$ cat src/refsw_pkg.sv
// Constants for reference switchover and loop divider control
package refsw_pkg;
  // Reference input dividers, first loop
  localparam int unsigned REF_DIV_W       = 10;
  localparam logic [9:0]  REF_DIV_MIN     = 10'h001;
  localparam logic [9:0]  REF_DIV_MAX     = 10'h3FF;
  // Second loop reference divider
  localparam int unsigned L2_DIV_W        = 5;
  localparam logic [4:0]  L2_DIV_MAX      = 5'h1F;
  // Normal feedback path
  localparam int unsigned FB_CNT_W        = 8;
  localparam int unsigned FB_RATIO_W      = 11;
  localparam logic [1:0]  RF_DIV_CODE_3   = 2'h0;
  localparam logic [1:0]  RF_DIV_CODE_4   = 2'h1;
  localparam logic [1:0]  RF_DIV_CODE_5   = 2'h2;
  localparam logic [2:0]  RF_DIV_3        = 3'h3;
  localparam logic [2:0]  RF_DIV_4        = 3'h4;
  localparam logic [2:0]  RF_DIV_5        = 3'h5;
  // Calibration feedback divider
  localparam int unsigned CAL_B_W         = 6;
  localparam int unsigned CAL_A_W         = 2;
  localparam logic [2:0]  CAL_PRESCALE    = 3'h4;
  localparam logic [5:0]  CAL_B_MIN       = 6'h03;
  localparam logic [5:0]  CAL_B_MAX       = 6'h3F;
  localparam logic [1:0]  CAL_A_MAX       = 2'h3;
  localparam logic [10:0] CAL_RATIO_MIN   = 11'h010;
  // Reset values of control state
  localparam logic        RST_ACTIVE_SEC  = 1'b0;
  localparam logic        RST_STICKY      = 1'b0;
  localparam logic        RST_HOLDOVER    = 1'b0;
  localparam logic        RST_CAL_BUSY    = 1'b0;
endpackage

$ cat src/reference_switchover_divider_ctrl.sv
// Reference selection, holdover and loop divider control
`timescale 1ns/100ps

// What this block does
// - Each reference has its own divider, ratio 1 through 1023.
// - Manual selection comes from a config bit or the select pin.
// - Auto mode moves to secondary when primary lost and secondary present.
// - Nonrevertive: stay on secondary; return only when secondary vanishes.
// - Revertive: go to secondary on loss, return when primary reappears.
// - Primary return or mode toggling does not clear nonrevertive state.
// - Only device reset clears the switchover state.
// - No reference present: holdover, charge pump tristated.
// - Option drives tune node to mid-supply in holdover instead.
// - Leave holdover when a reference returns, resync first loop.
// - A config bit disables automatic holdover entry.
// - Second loop stays on the oscillator during holdover.
// - Differential receiver off unless selected and first loop powered.
// - Single-ended buffers off on loop off, own setting, or diff selected.
// - Optional bypassable doubler on the second loop reference path.
// - Second loop reference divider ratio 1 through 31.
// - Normal feedback ratio is feedback counter times RF divider.
// - RF output divider ratios three, four or five.
// - Calibration ratio is four times counter B plus counter A.
// - B from 3 to 63, A from 0 to 3, total at least 16.
// - Calibration path only during calibration, then normal path.
// - Calibrate bit rising starts calibration; busy flag clears at end.
module reference_switchover_divider_ctrl #(
  parameter int unsigned REF_W = refsw_pkg::REF_DIV_W
) (
  input  wire logic              ref_clk,
  input  wire logic              rst,
  input  wire logic              primary_present,
  input  wire logic              secondary_present,
  input  wire logic              primary_reference_tick,
  input  wire logic              secondary_reference_tick,
  input  wire logic              oscillator_input_tick,
  input  wire logic              vco_tick,
  input  wire logic              auto_mode,
  input  wire logic              revertive,
  input  wire logic              manual_sel_secondary,
  input  wire logic              use_select_pin,
  input  wire logic              ref_select_pin,
  input  wire logic              holdover_disable,
  input  wire logic              holdover_mid_supply,
  input  wire logic              first_loop_pd,
  input  wire logic              diff_input_sel,
  input  wire logic              se_primary_pd_cfg,
  input  wire logic              se_secondary_pd_cfg,
  input  wire logic [REF_W-1:0]  primary_div_ratio,
  input  wire logic [REF_W-1:0]  secondary_div_ratio,
  input  wire logic              doubler_en,
  input  wire logic [4:0]        loop2_reference_divider,
  input  wire logic [7:0]        feedback_counter,
  input  wire logic [1:0]        rf_output_divider,
  input  wire logic [5:0]        cal_counter_b,
  input  wire logic [1:0]        cal_counter_a,
  input  wire logic              calibrate,
  input  wire logic              cal_finished,
  output logic                   pfd_reference_pulse,
  output logic                   loop2_ref_pulse,
  output logic                   feedback_pulse,
  output logic [10:0]            feedback_ratio,
  output logic                   cal_path_active,
  output logic                   cal_in_progress,
  output logic                   cal_cfg_error,
  output logic                   cal_ratio_mismatch,
  output logic                   cp_tristate,
  output logic                   cp_force_mid,
  output logic                   loop1_resync,
  output logic                   diff_rx_pd,
  output logic                   se_primary_pd,
  output logic                   se_secondary_pd,
  output logic                   active_is_secondary,
  output logic                   primary_present_stat,
  output logic                   secondary_present_stat,
  output logic                   holdover_active
);

  // Refuse widths the divider range cannot hold
  if (REF_W < 10 || REF_W > 16) begin : g_bad_width
    $error("REF_W must be between 10 and 16");
  end

  // Selection and holdover state
  logic active_sec_q, active_sec_d;
  logic sticky_q, sticky_d;
  logic holdover_q, holdover_d;
  logic resync_q;
  logic prim_stat_q, sec_stat_q;

  // Selection decode
  wire  manual_sec = use_select_pin ? ref_select_pin
                                    : manual_sel_secondary;
  wire  none_present = !primary_present && !secondary_present;
  wire  enter_hold = none_present && !holdover_disable;
  wire  leave_hold = holdover_q && !none_present;
  wire  go_sec = !active_sec_q && !primary_present
                 && secondary_present;
  wire  back_lost = active_sec_q && !secondary_present
                    && primary_present;
  wire  back_revert = active_sec_q && revertive && !sticky_q
                      && primary_present;

  // Next active reference; primary is the reset choice
  always_comb begin
    active_sec_d = active_sec_q;
    sticky_d     = sticky_q;
    if (!auto_mode) begin
      // Secondary assumed already present when picked by hand
      active_sec_d = manual_sec;
    end else if (holdover_q && leave_hold) begin
      // Sticky secondary that came back keeps the selection
      active_sec_d = !primary_present
                     || (active_sec_q && sticky_q
                         && secondary_present);
    end else if (!holdover_q) begin
      if (go_sec) begin
        active_sec_d = 1'b1;
        if (!revertive) begin
          sticky_d = 1'b1;
        end
      end else if (back_lost || back_revert) begin
        active_sec_d = 1'b0;
      end
    end
  end

  // Holdover next state
  always_comb begin
    holdover_d = holdover_q;
    if (!holdover_q && enter_hold) begin
      holdover_d = 1'b1;
    end else if (leave_hold) begin
      holdover_d = 1'b0;
    end
  end

  // Switchover state; sticky bit cleared by reset only
  always_ff @(posedge ref_clk) begin
    if (rst) begin
      active_sec_q <= refsw_pkg::RST_ACTIVE_SEC;
      sticky_q     <= refsw_pkg::RST_STICKY;
      holdover_q   <= refsw_pkg::RST_HOLDOVER;
      resync_q     <= 1'b0;
    end else begin
      active_sec_q <= active_sec_d;
      sticky_q     <= sticky_d;
      holdover_q   <= holdover_d;
      resync_q     <= leave_hold;
    end
  end

  // Presence status flags
  always_ff @(posedge ref_clk) begin
    if (rst) begin
      prim_stat_q <= 1'b0;
      sec_stat_q  <= 1'b0;
    end else begin
      prim_stat_q <= primary_present;
      sec_stat_q  <= secondary_present;
    end
  end

  assign active_is_secondary    = active_sec_q;
  assign holdover_active        = holdover_q;
  assign primary_present_stat   = prim_stat_q;
  assign secondary_present_stat = sec_stat_q;
  assign loop1_resync           = resync_q;

  // Charge pump behaviour in holdover
  assign cp_tristate  = holdover_q && !holdover_mid_supply;
  assign cp_force_mid = holdover_q && holdover_mid_supply;

  // Receiver power-down
  assign diff_rx_pd      = !diff_input_sel || first_loop_pd;
  assign se_primary_pd   = first_loop_pd || se_primary_pd_cfg
                           || diff_input_sel;
  assign se_secondary_pd = first_loop_pd || se_secondary_pd_cfg
                           || diff_input_sel;

  // Per-reference input dividers, zero treated as one
  logic [REF_W-1:0] rdiv_cnt_q [2];
  logic [1:0]       rdiv_pulse_q;
  wire  [1:0]       rdiv_tick = {secondary_reference_tick,
                                 primary_reference_tick};
  wire  [REF_W-1:0] rdiv_ratio [2];
  assign rdiv_ratio[0] = primary_div_ratio;
  assign rdiv_ratio[1] = secondary_div_ratio;

  for (genvar i = 0; i < 2; i++) begin : g_ref_div
    wire [REF_W-1:0] last = (rdiv_ratio[i] == '0) ? '0
                            : REF_W'(rdiv_ratio[i] - 1'b1);
    always_ff @(posedge ref_clk) begin
      if (rst) begin
        rdiv_cnt_q[i]   <= '0;
        rdiv_pulse_q[i] <= 1'b0;
      end else if (rdiv_tick[i]) begin
        rdiv_cnt_q[i]   <= (rdiv_cnt_q[i] >= last) ? '0
                           : REF_W'(rdiv_cnt_q[i] + 1'b1);
        rdiv_pulse_q[i] <= (rdiv_cnt_q[i] >= last);
      end else begin
        rdiv_pulse_q[i] <= 1'b0;
      end
    end
  end

  // Divided active reference to the phase detector, muted in holdover
  assign pfd_reference_pulse = rdiv_pulse_q[active_sec_q] && !holdover_q;

  // Second loop reference path; runs off oscillator regardless of holdover
  logic [5:0] l2_acc_q;
  logic       l2_pulse_q;
  wire  [5:0] l2_ratio = (loop2_reference_divider == 5'h00) ? 6'h01
                         : {1'b0, loop2_reference_divider};
  wire  [5:0] l2_step  = doubler_en ? 6'h02 : 6'h01;
  wire  [6:0] l2_sum   = {1'b0, l2_acc_q} + {1'b0, l2_step};
  wire        l2_wrap  = l2_sum >= {1'b0, l2_ratio};

  always_ff @(posedge ref_clk) begin
    if (rst) begin
      l2_acc_q   <= '0;
      l2_pulse_q <= 1'b0;
    end else if (oscillator_input_tick) begin
      l2_acc_q   <= l2_wrap ? 6'(l2_sum - {1'b0, l2_ratio})
                            : l2_sum[5:0];
      l2_pulse_q <= l2_wrap;
    end else begin
      l2_pulse_q <= 1'b0;
    end
  end
  assign loop2_ref_pulse = l2_pulse_q;

  // Feedback ratios
  wire  [2:0]  m1_val = (rf_output_divider == refsw_pkg::RF_DIV_CODE_4)
                        ? refsw_pkg::RF_DIV_4
                        : (rf_output_divider == refsw_pkg::RF_DIV_CODE_5)
                        ? refsw_pkg::RF_DIV_5
                        : refsw_pkg::RF_DIV_3;
  wire  [10:0] norm_ratio = 11'({3'h0, feedback_counter}
                                * {8'h00, m1_val});
  wire  [10:0] cal_ratio  = 11'({3'h0, cal_counter_b}
                                * refsw_pkg::CAL_PRESCALE)
                            + {9'h000, cal_counter_a};
  assign cal_cfg_error = (cal_counter_b < refsw_pkg::CAL_B_MIN)
                         || (cal_ratio < refsw_pkg::CAL_RATIO_MIN);
  assign cal_ratio_mismatch = cal_ratio != norm_ratio;

  // Calibration sequencing; a new start beats a finish in the same cycle
  logic cal_q, cal_busy_q;
  wire  cal_start = calibrate && !cal_q;
  always_ff @(posedge ref_clk) begin
    if (rst) begin
      cal_q      <= 1'b0;
      cal_busy_q <= refsw_pkg::RST_CAL_BUSY;
    end else begin
      cal_q      <= calibrate;
      cal_busy_q <= cal_start ? 1'b1
                    : cal_finished ? 1'b0 : cal_busy_q;
    end
  end
  assign cal_in_progress = cal_busy_q;
  assign cal_path_active = cal_busy_q;

  // Feedback divider on the selected path
  logic [10:0] fb_cnt_q;
  logic        fb_pulse_q;
  assign feedback_ratio = cal_busy_q ? cal_ratio : norm_ratio;
  wire  [10:0] fb_last = (feedback_ratio == 11'h000) ? 11'h000
                         : 11'(feedback_ratio - 1'b1);

  always_ff @(posedge ref_clk) begin
    if (rst) begin
      fb_cnt_q   <= '0;
      fb_pulse_q <= 1'b0;
    end else if (vco_tick) begin
      fb_cnt_q   <= (fb_cnt_q >= fb_last) ? 11'h000
                    : 11'(fb_cnt_q + 1'b1);
      fb_pulse_q <= fb_cnt_q >= fb_last;
    end else begin
      fb_pulse_q <= 1'b0;
    end
  end
  assign feedback_pulse = fb_pulse_q;

  // Checks on the selection, holdover and calibration behaviour
  a_auto_switch: assert property (
    @(posedge ref_clk) disable iff (rst)
    auto_mode && !holdover_q && !active_sec_q && !primary_present
    && secondary_present |=> active_sec_q)
    else $error("no move to secondary on primary loss");

  a_revert_back: assert property (
    @(posedge ref_clk) disable iff (rst)
    auto_mode && revertive && !sticky_q && !holdover_q && active_sec_q
    && primary_present |=> !active_sec_q)
    else $error("revertive mode did not return to primary");

  a_nonrev_stay: assert property (
    @(posedge ref_clk) disable iff (rst)
    auto_mode && sticky_q && active_sec_q && secondary_present
    |=> active_sec_q)
    else $error("nonrevertive mode left a present secondary");

  a_sticky_kept: assert property (
    @(posedge ref_clk) disable iff (rst)
    sticky_q |=> sticky_q [*3])
    else $error("switchover state cleared without reset");

  a_hold_entry: assert property (
    @(posedge ref_clk) disable iff (rst)
    !primary_present && !secondary_present && !holdover_disable
    |=> holdover_q && (cp_tristate != holdover_mid_supply))
    else $error("holdover not entered with both references gone");

  a_hold_blocked: assert property (
    @(posedge ref_clk) disable iff (rst)
    !holdover_q && holdover_disable |=> !holdover_q)
    else $error("holdover entered while disabled");

  a_hold_exit: assert property (
    @(posedge ref_clk) disable iff (rst)
    holdover_q && (primary_present || secondary_present)
    |=> !holdover_q && loop1_resync ##1 !loop1_resync)
    else $error("holdover exit or resync pulse wrong");

  a_cal_start: assert property (
    @(posedge ref_clk) disable iff (rst)
    $rose(calibrate) && !cal_in_progress
    |=> cal_in_progress && feedback_ratio == cal_ratio)
    else $error("calibration did not start on rising calibrate");

  a_cal_return: assert property (
    @(posedge ref_clk) disable iff (rst)
    cal_in_progress && cal_finished && !cal_start
    |=> !cal_path_active && feedback_ratio == norm_ratio)
    else $error("feedback path did not revert after calibration");

endmodule

$ cat config.mk
export PLATFORM = sky130hd
export DESIGN_NAME = reference_switchover_divider_ctrl
export DESIGN_NICKNAME = d
export VERILOG_FILES = /design/src/refsw_pkg.sv /design/src/reference_switchover_divider_ctrl.sv
export SDC_FILE = /design/constraint.sdc
export NUM_CORES = 1
export LEC_CHECK = 0
export ABC_AREA = 0
export BUFFER_PORTS_ARGS = -buffer_cell sky130_fd_sc_hd__buf_2
export CAP_MARGIN = 40
export CELL_PAD_IN_SITES_DETAIL_PLACEMENT = 1
export CELL_PAD_IN_SITES_GLOBAL_PLACEMENT = 1
export CORE_ASPECT_RATIO = 2
export CORE_MARGIN = 2
export CORE_UTILIZATION = 38
export DETAILED_ROUTE_END_ITERATION = 6
export PLACE_DENSITY = 0.83
export SYNTH_ARGS = -nofsm -noshare
export SYNTH_HDL_FRONTEND = slang
export SYNTH_SLANG_ARGS = --single-unit
$ cat constraint.sdc
create_clock -name ref_clk -period 6 [get_ports ref_clk]
set_input_delay 1.2 -clock ref_clk [delete_from_list [all_inputs] [get_ports ref_clk]]
set_output_delay 1.2 -clock ref_clk [all_outputs]
set_load 0.005 [all_outputs]
## Word level (Yosys, flattened, before mapping)

Memories as Yosys holds them, arrays and structs flattened.
Cells that the tools add are included.

| word-level totals | value |
|---|---|
| output and inout port bits | 28 |
| register bits after elaboration | 29 |
| memory bits (writable) | 20 |
| input bits | 65 |
| memories kept | 1 |
| word-level logic and storage cells | 128 |

| cells by class | value |
|---|---|
| equal/unequal tests | 5 |
| magnitude comparators | 7 |
| bitwise gates (word level) | 9 |
| add/subtract/negate cells | 9 |
| reduce and logical (&&, ||, !) cells | 48 |
| mux-type cells | 34 |
| multipliers | 1 |

Memory list:

| name | words | bits a word | read ports | clocked after memory_dff | wr ports | RTL line | RTL |
|---|---|---|---|---|---|---|---|
| rdiv_cnt_q | 2 | 10 | 2 | 0 | 2 | reference_switchover_divider_ctrl.sv:182 | `logic [REF_W-1:0] rdiv_cnt_q [2];` |

Operators by type and width:

| cell | number |
|---|---|
| $mux W10 | 6 |
| $mux W11 | 3 |
| $add A10 B1 Y10 const B | 2 |
| $ge A10 B10 Y1 | 2 |
| $logic_not A10 Y1 | 2 |
| $mux W1 | 20 |
| $sub A10 B1 Y10 const B | 2 |
| $logic_and A1 B1 Y1 | 18 |
| $add A11 B1 Y11 const B | 1 |
| $ge A11 B11 Y1 | 1 |
| $logic_not A11 Y1 | 1 |
| $mul A8 B3 Y11 | 1 |
| $ne A9 B11 Y1 | 1 |
| $sub A11 B1 Y11 const B | 1 |
| $logic_not A1 Y1 | 10 |
| $add A8 B2 Y9 | 1 |
| $lt A9 B5 Y1 const B | 1 |
| $logic_or A1 B1 Y1 | 8 |
| $reduce_or A2 Y1 | 4 |
| $add A6 B2 Y7 | 1 |
| $ge A7 B5 Y1 | 1 |
| $not A1 Y1 | 7 |
| $lt A6 B2 Y1 const B | 1 |
| $mux W3 | 2 |
| other kinds (14) | 16 |

## Logic depth before layout (Yosys ltp)

| depth | value |
|---|---|
| word-level depth | 9 |
| mapped depth | 22 |
| gate-level depth less buffers | 20 |

## Worst setup path before layout

No wires, ideal clock.

| timing path | value |
|---|---|
| kind | in2reg |
| from | in rf_output_divider[1] |
| to | reg fb_cnt_q[0] |
| data required time | 5.872 ns |
| cell stages on the path | 22 |
| path slack | 0.168 ns |
| library setup time | 0.128 ns |
| data arrival time | 5.704 ns |
| buffers on the path | 2 |
| path through | inv_1 ha_1 clkbuf_1 nand2_1 fa_1 inv_1 ha_1 fa_1 a211oi_2 o21ba_1 o31ai_2 nor4_4 nand4b_4 and2_1 ha_1 nand2b_1 a21o_1 a21oi_1 o31a_1 o21ai_0 clkbuf_1 nor2_1 |

| between the ends | value |
|---|---|
| longest elaborated chain between the ends | 9 |
| elaborated cells on any way between the ends | 11 |
| those cells by class | add/sub: 1; mul: 1; order compare: 1; eq/ne: 2; mux: 5; reduce/logical: 1 |

Ends and longest elaborated chain:

| what | RTL line | RTL |
|---|---|---|
| start: declaration | reference_switchover_divider_ctrl.sv:54 | `input wire logic [1:0] rf_output_divider,` |
| $eq A2 B2 Y1 | reference_switchover_divider_ctrl.sv:236 | `: (rf_output_divider == refsw_pkg::RF_DIV_CODE_5)` |
| $mux W3 | reference_switchover_divider_ctrl.sv:237 | `? refsw_pkg::RF_DIV_5` |
| $mux W3 * | reference_switchover_divider_ctrl.sv:235 | `? refsw_pkg::RF_DIV_4` |
| $mul A8 B3 Y11 * | reference_switchover_divider_ctrl.sv:240 | `* {8'h00, m1_val});` |
| $mux W11 * | reference_switchover_divider_ctrl.sv:267 | `assign feedback_ratio = cal_busy_q ? cal_ratio : norm_ratio;` |
| $sub A11 B1 Y11 or $logic_not A11 Y1 (tied branches) | reference_switchover_divider_ctrl.sv:269, reference_switchover_divider_ctrl.sv:268 |  |
| $mux W11 * | reference_switchover_divider_ctrl.sv:268 | `wire [10:0] fb_last = (feedback_ratio == 11'h000) ? 11'h000` |
| $ge A11 B11 Y1 * | reference_switchover_divider_ctrl.sv:276 | `fb_cnt_q <= (fb_cnt_q >= fb_last) ? 11'h000` |
| $mux W11 * | reference_switchover_divider_ctrl.sv:276 |  |
| end signal: assignment | reference_switchover_divider_ctrl.sv:276 |  |
| end: declaration | reference_switchover_divider_ctrl.sv:265 | `logic [10:0] fb_cnt_q;` |

Every way passes the cells marked *; elsewhere a longest branch is shown, timed or not.
A chain may end at the register's enable or synchronous reset.

## Worst setup path in the final report

| timing path | value |
|---|---|
| from | in rf_output_divider[0] |
| to | out cal_ratio_mismatch |

| between the ends | value |
|---|---|
| longest elaborated chain between the ends | 5 |
| elaborated cells on any way between the ends | 6 |
| those cells by class | mul: 1; eq/ne: 3; mux: 2 |

Ends and longest elaborated chain:

| what | RTL line | RTL |
|---|---|---|
| $eq A2 B2 Y1 | reference_switchover_divider_ctrl.sv:236 |  |
| $mux W3 | reference_switchover_divider_ctrl.sv:237 |  |
| $mux W3 * | reference_switchover_divider_ctrl.sv:235 |  |
| $mul A8 B3 Y11 * | reference_switchover_divider_ctrl.sv:240 |  |
| $ne A9 B11 Y1 * | reference_switchover_divider_ctrl.sv:246 | `assign cal_ratio_mismatch = cal_ratio != norm_ratio;` |
| end: declaration | reference_switchover_divider_ctrl.sv:66 | `output logic cal_ratio_mismatch,` |

Marks and branches as above.

==> tab_implementation.tex <==
\begin{tabular}{lr}
\hline
Metric & Value \\
\hline
\multicolumn{2}{l}{\textbf{Outcome}} \\
Run status & finished, final reports clean \\
\multicolumn{2}{l}{\textbf{Cells and area}} \\
Layout cells sized above 1 & 19.2\% \\
Area of the multi-input gates & 3560 um\^{}2 \\
Most frequent standard cell in the layout excluding fill and tap cells & buf\_2 \\
Post-route core utilization & 44.8\% \\
Area used by sequential logic in the layout & 1180 um\^{}2 \\
Layout filler cell count & 1,625 \\
Final Net Count & a little over 800 \\
Ant diodes & 0 \\
Area growth from synthesis to layout & 16.6\% \\
Most used cells in the layout excluding fill and tap cells & buf\_2 (93), nand2\_1 (59), ha\_1 (55) \\
Cell area after layout & 5760 um\^{}2 \\
\multicolumn{2}{l}{\textbf{Placement}} \\
Final estimated routing congestion in global placement & 0.804 \\
Post-place setup slack & -23.8 ps \\
Hpwl dp & about 10,000 um \\
Cell area after placement & 5560 um\^{}2 \\
Number of buffer cells added on primary ports & between 90 and 100 \\
\multicolumn{2}{l}{\textbf{Setup path}} \\
Crit Path Max Fanout & 5 \\
Worst endpoint required time & around 4800 ps \\
Buffers plus inverters on the worst setup path & 3 \\
Crit path max-delay family & adder cells \\
CP Launch Type & primary input \\
Kind of critical path & in2out \\
Worst R2R Setup Slack & 2070 ps \\
Crit end category & output pin \\
Slowest stage delay, CP & 530 ps \\
Worst EP arrival & 4420 ps \\
Cell Chain, Critical Path & buf\_2, ha\_1, nand2b\_1, fa\_1, inv\_1, ha\_1, fa\_2, a211oi\_2, o21ba\_4, nor2\_1, xor2\_1, nor4\_1, nand4b\_1, buf\_2 \\
Slowest CP cell & fa\_1 \\
\multicolumn{2}{l}{\textbf{STA}} \\
Shortest period the worst path allows & 5620 ps \\
Max Fclk & around 180 MHz \\
Final slew viol count & 0 \\
Hold Violations, Final & 0 \\
Final setup fails & 0 \\
Final period util & 93.7\% \\
Transition time at the pin with the least slew margin & 859 ps \\
Clock Skews & 4.40 ps \\
Max\_slew headroom & 42.8\% \\
Post-route setup TNS & 0 ps \\
Final Worst Setup Slack & 376 ps \\
RSZ-0062 raised after global routing & false \\
\multicolumn{2}{l}{\textbf{Die}} \\
Number of ports placed on the die boundary & 93 \\
Floorplan die area & 14,000 um\^{}2 \\
Starting utilization of the core area & between 30 and 40\% \\
Placeable core region & 12,800 um\^{}2 \\
Chip Width & 84.6 um \\
Die Height & around 170 um \\
Cell row count & 59 \\
\multicolumn{2}{l}{\textbf{Detailed routing}} \\
Antenna-violating nets left & 0 \\
Total wire length & 12,600 um \\
First DRT Iteration DRCs & 100 \\
Drt drc & 0 \\
Pre-antenna DRT Iters & 4 \\
Average routed wire per standard cell & 15.1 um \\
Vias after detailed routing & about 4,600 \\
Vias per cell & 5.48 \\
\multicolumn{2}{l}{\textbf{Power}} \\
Relative contribution of combinational cells to total power & 48.3\% \\
Total chip power & between 1 and 1.5 mW \\
Internal power contribution & 0.894 mW \\
P per Cell Area & 251 nW/um\^{}2 \\
Fraction of power consumed by sequential logic & between 20 and 30\% \\
Clock Power Share & between 20\% and 30\% \\
Max IR drop VDD & around 0.27 mV \\
LEAKAGE & 2.71 nW \\
Proportion of total power due to net switching & 38.1\% \\
Psw & 0.550 mW \\
\multicolumn{2}{l}{\textbf{Synth}} \\
Primary FF master, synth & dfxtp\_1 \\
Part of the Yosys area used for sequential elements & between 20\% and 30\% \\
Post-synth design cell area & 4940 um\^{}2 \\
Synth unique cells & 70 \\
Avg Inst Size Synth & 8.41 um\^{}2 \\
Flip-flop and latch count after synthesis & 49 \\
Number of standard cells after synthesis & slightly below 600 \\
Synth Warn \# & 0 \\
Async S/R FF share, synth & 0\% \\
Count of flip-flops with a built-in enable after synthesis & 20 \\
Net count after synthesis & 717 \\
\multicolumn{2}{l}{\textbf{Global route}} \\
Overall fraction of global-route tracks in use & 18.5\% \\
Largest net degree at the start of global routing & 24 \\
Number of global-route vias before repair & 4,819 \\
Initial antenna violation count & 0 \\
Residual overflow from global routing & 0 \\
Wire length of the first global-routing pass & around 21,000 um \\
\multicolumn{2}{l}{\textbf{Clocking}} \\
Clock net sink count & 49 \\
Clock network latency to the later pin of the worst-skew pair & $\sim$300 ps \\
Bufs on Longest Clock Path & 2 \\
Reg clk slew, reported paths & 70 ps \\
CTS H-Tree Depth & 2 \\
CTS buffer count & 5 \\
TritonCTS clock tree & built \\
Clk root buf & clkbuf\_16 \\
\multicolumn{2}{l}{\textbf{Hold path}} \\
Classification of the worst-slack hold path & reg2reg \\
\multicolumn{2}{l}{\textbf{Job}} \\
Maximum capacitance violations & 0 \\
\hline
\end{tabular}
## final cells by class
cell class | instances | area share (%)
sequential | 49 | 20.5
clock buffer | 7 | 2.85
multi-input combinational | 485 | 61.8
tap | 152 | 3.30
inverter | 42 | 2.74
timing repair buffer | 98 | 8.73
clock inverter | 1 | 0.130
## per-layer routing
layer  up-vias  track usage [%]  share of wire, %
met3        18             2.58               3.2
met5         -                0                 0
met4         0             4.47               1.4
met1      2220             19.9                39
met2        81             37.1                56
li1       2251                -                 -
## final timing paths
path                                      endpoint  cells after the start            startpoint
worst min register to register            sticky_q                      2              sticky_q
worst max-delay path            cal_ratio_mismatch                     14  rf_output_divider[0]
worst min-delay path                      sticky_q                      2              sticky_q
worst max register to register         fb_cnt_q[9]                     17       cal_in_progress
## cell usage after synthesis, types with 2 or more instances
cell type	n	share of area, %
nor2_1	52	3.9
edfxtp_1	20	12
dfxtp_1	29	12
inv_1	39	3.0
a21oi_1	32	3.2
mux2i_1	13	2.6
xnor2_1	21	3.7
or2_2	3	0.38
o21a_1	6	0.91
nand3b_1	2	0.30
fa_1	9	3.6
o211a_1	2	0.41
a211oi_1	4	0.61
o31a_1	2	0.35
nand4_1	11	1.4
o21ai_1	3	0.30
and3_1	6	0.76
nand2_1	59	4.5
nor3_1	12	1.2
xor2_1	37	6.6
clkbuf_1	9	0.68
o21bai_1	2	0.30
or4_1	2	0.30
o22ai_1	3	0.38
nor3b_1	2	0.30
buf_6	2	0.46
and2_1	8	1.0
mux2_2	5	1.1
ha_1	55	14
a21o_1	8	1.2
inv_2	3	0.23
nand2b_1	29	3.7
nor2b_1	13	1.6
nor4_1	6	0.76
o211ai_1	3	0.46
a31oi_1	7	0.89
nor3_2	2	0.41
or3_1	7	0.89
nand3_1	16	1.6
o21ai_0	14	1.4
## flip-flops by register name (all words and copies together), names as in the netlist
register and count:
feedback_pulse 1, fb_cnt_q 11, rdiv_cnt_q 20, holdover_active 1
active_is_secondary 1, cal_in_progress 1, loop2_ref_pulse 1, rdiv_pulse_q 2
loop1_resync 1, l2_acc_q 6, primary_present_stat 1, secondary_present_stat 1
cal_q 1, sticky_q 1
## timing repair
action | 4_1_cts | 5_1_grt
setup buffers | 0 | 1
hold buffers | 0 | 0
endpoints found under the setup margin | 0 | 11
endpoints found under the hold margin | 0 | 0
gates resized for setup | 0 | 4
## cell families after synthesis
kind of cell             synth area share (%)
AO/OA/AOI/OAI                            13.6
XOR/XNOR                                 10.3
adder cells (fa/ha/maj)                  17.6
buffers and inverters                    4.48
flip-flops                               23.9
multiplexers                             3.77
AND/OR/NAND/NOR                          26.4
## worst register-to-register path: cells and delay by family, from the launching register on
kind            cells  cell delay, ps
simple gates        6            1120
compound gates      5             770
buf+inv             3             570
fa+ha+maj           2             550
mux                 1             510
flops               1             300
## stage by stage
step | hold WS (ps) | std cells
after floorplan | 435 | 588
after global placement | 445 | 824
after detailed placement | 486 | 825
after CTS | 529 | 833
after global routing | 554 | 834
final | 512 | 834
## power by group through the flow
stage	clock network (mW)	registers [mW]	logic (mW)
2_1_floorplan	0	0.419	0.509
3_3_place_gp	0	0.429	0.656
3_5_place_dp	0	0.431	0.688
4_1_cts	0.332	0.424	0.697
5_1_grt	0.349	0.430	0.786
6_report	0.322	0.424	0.698
(Power assumes the default switching activity.)
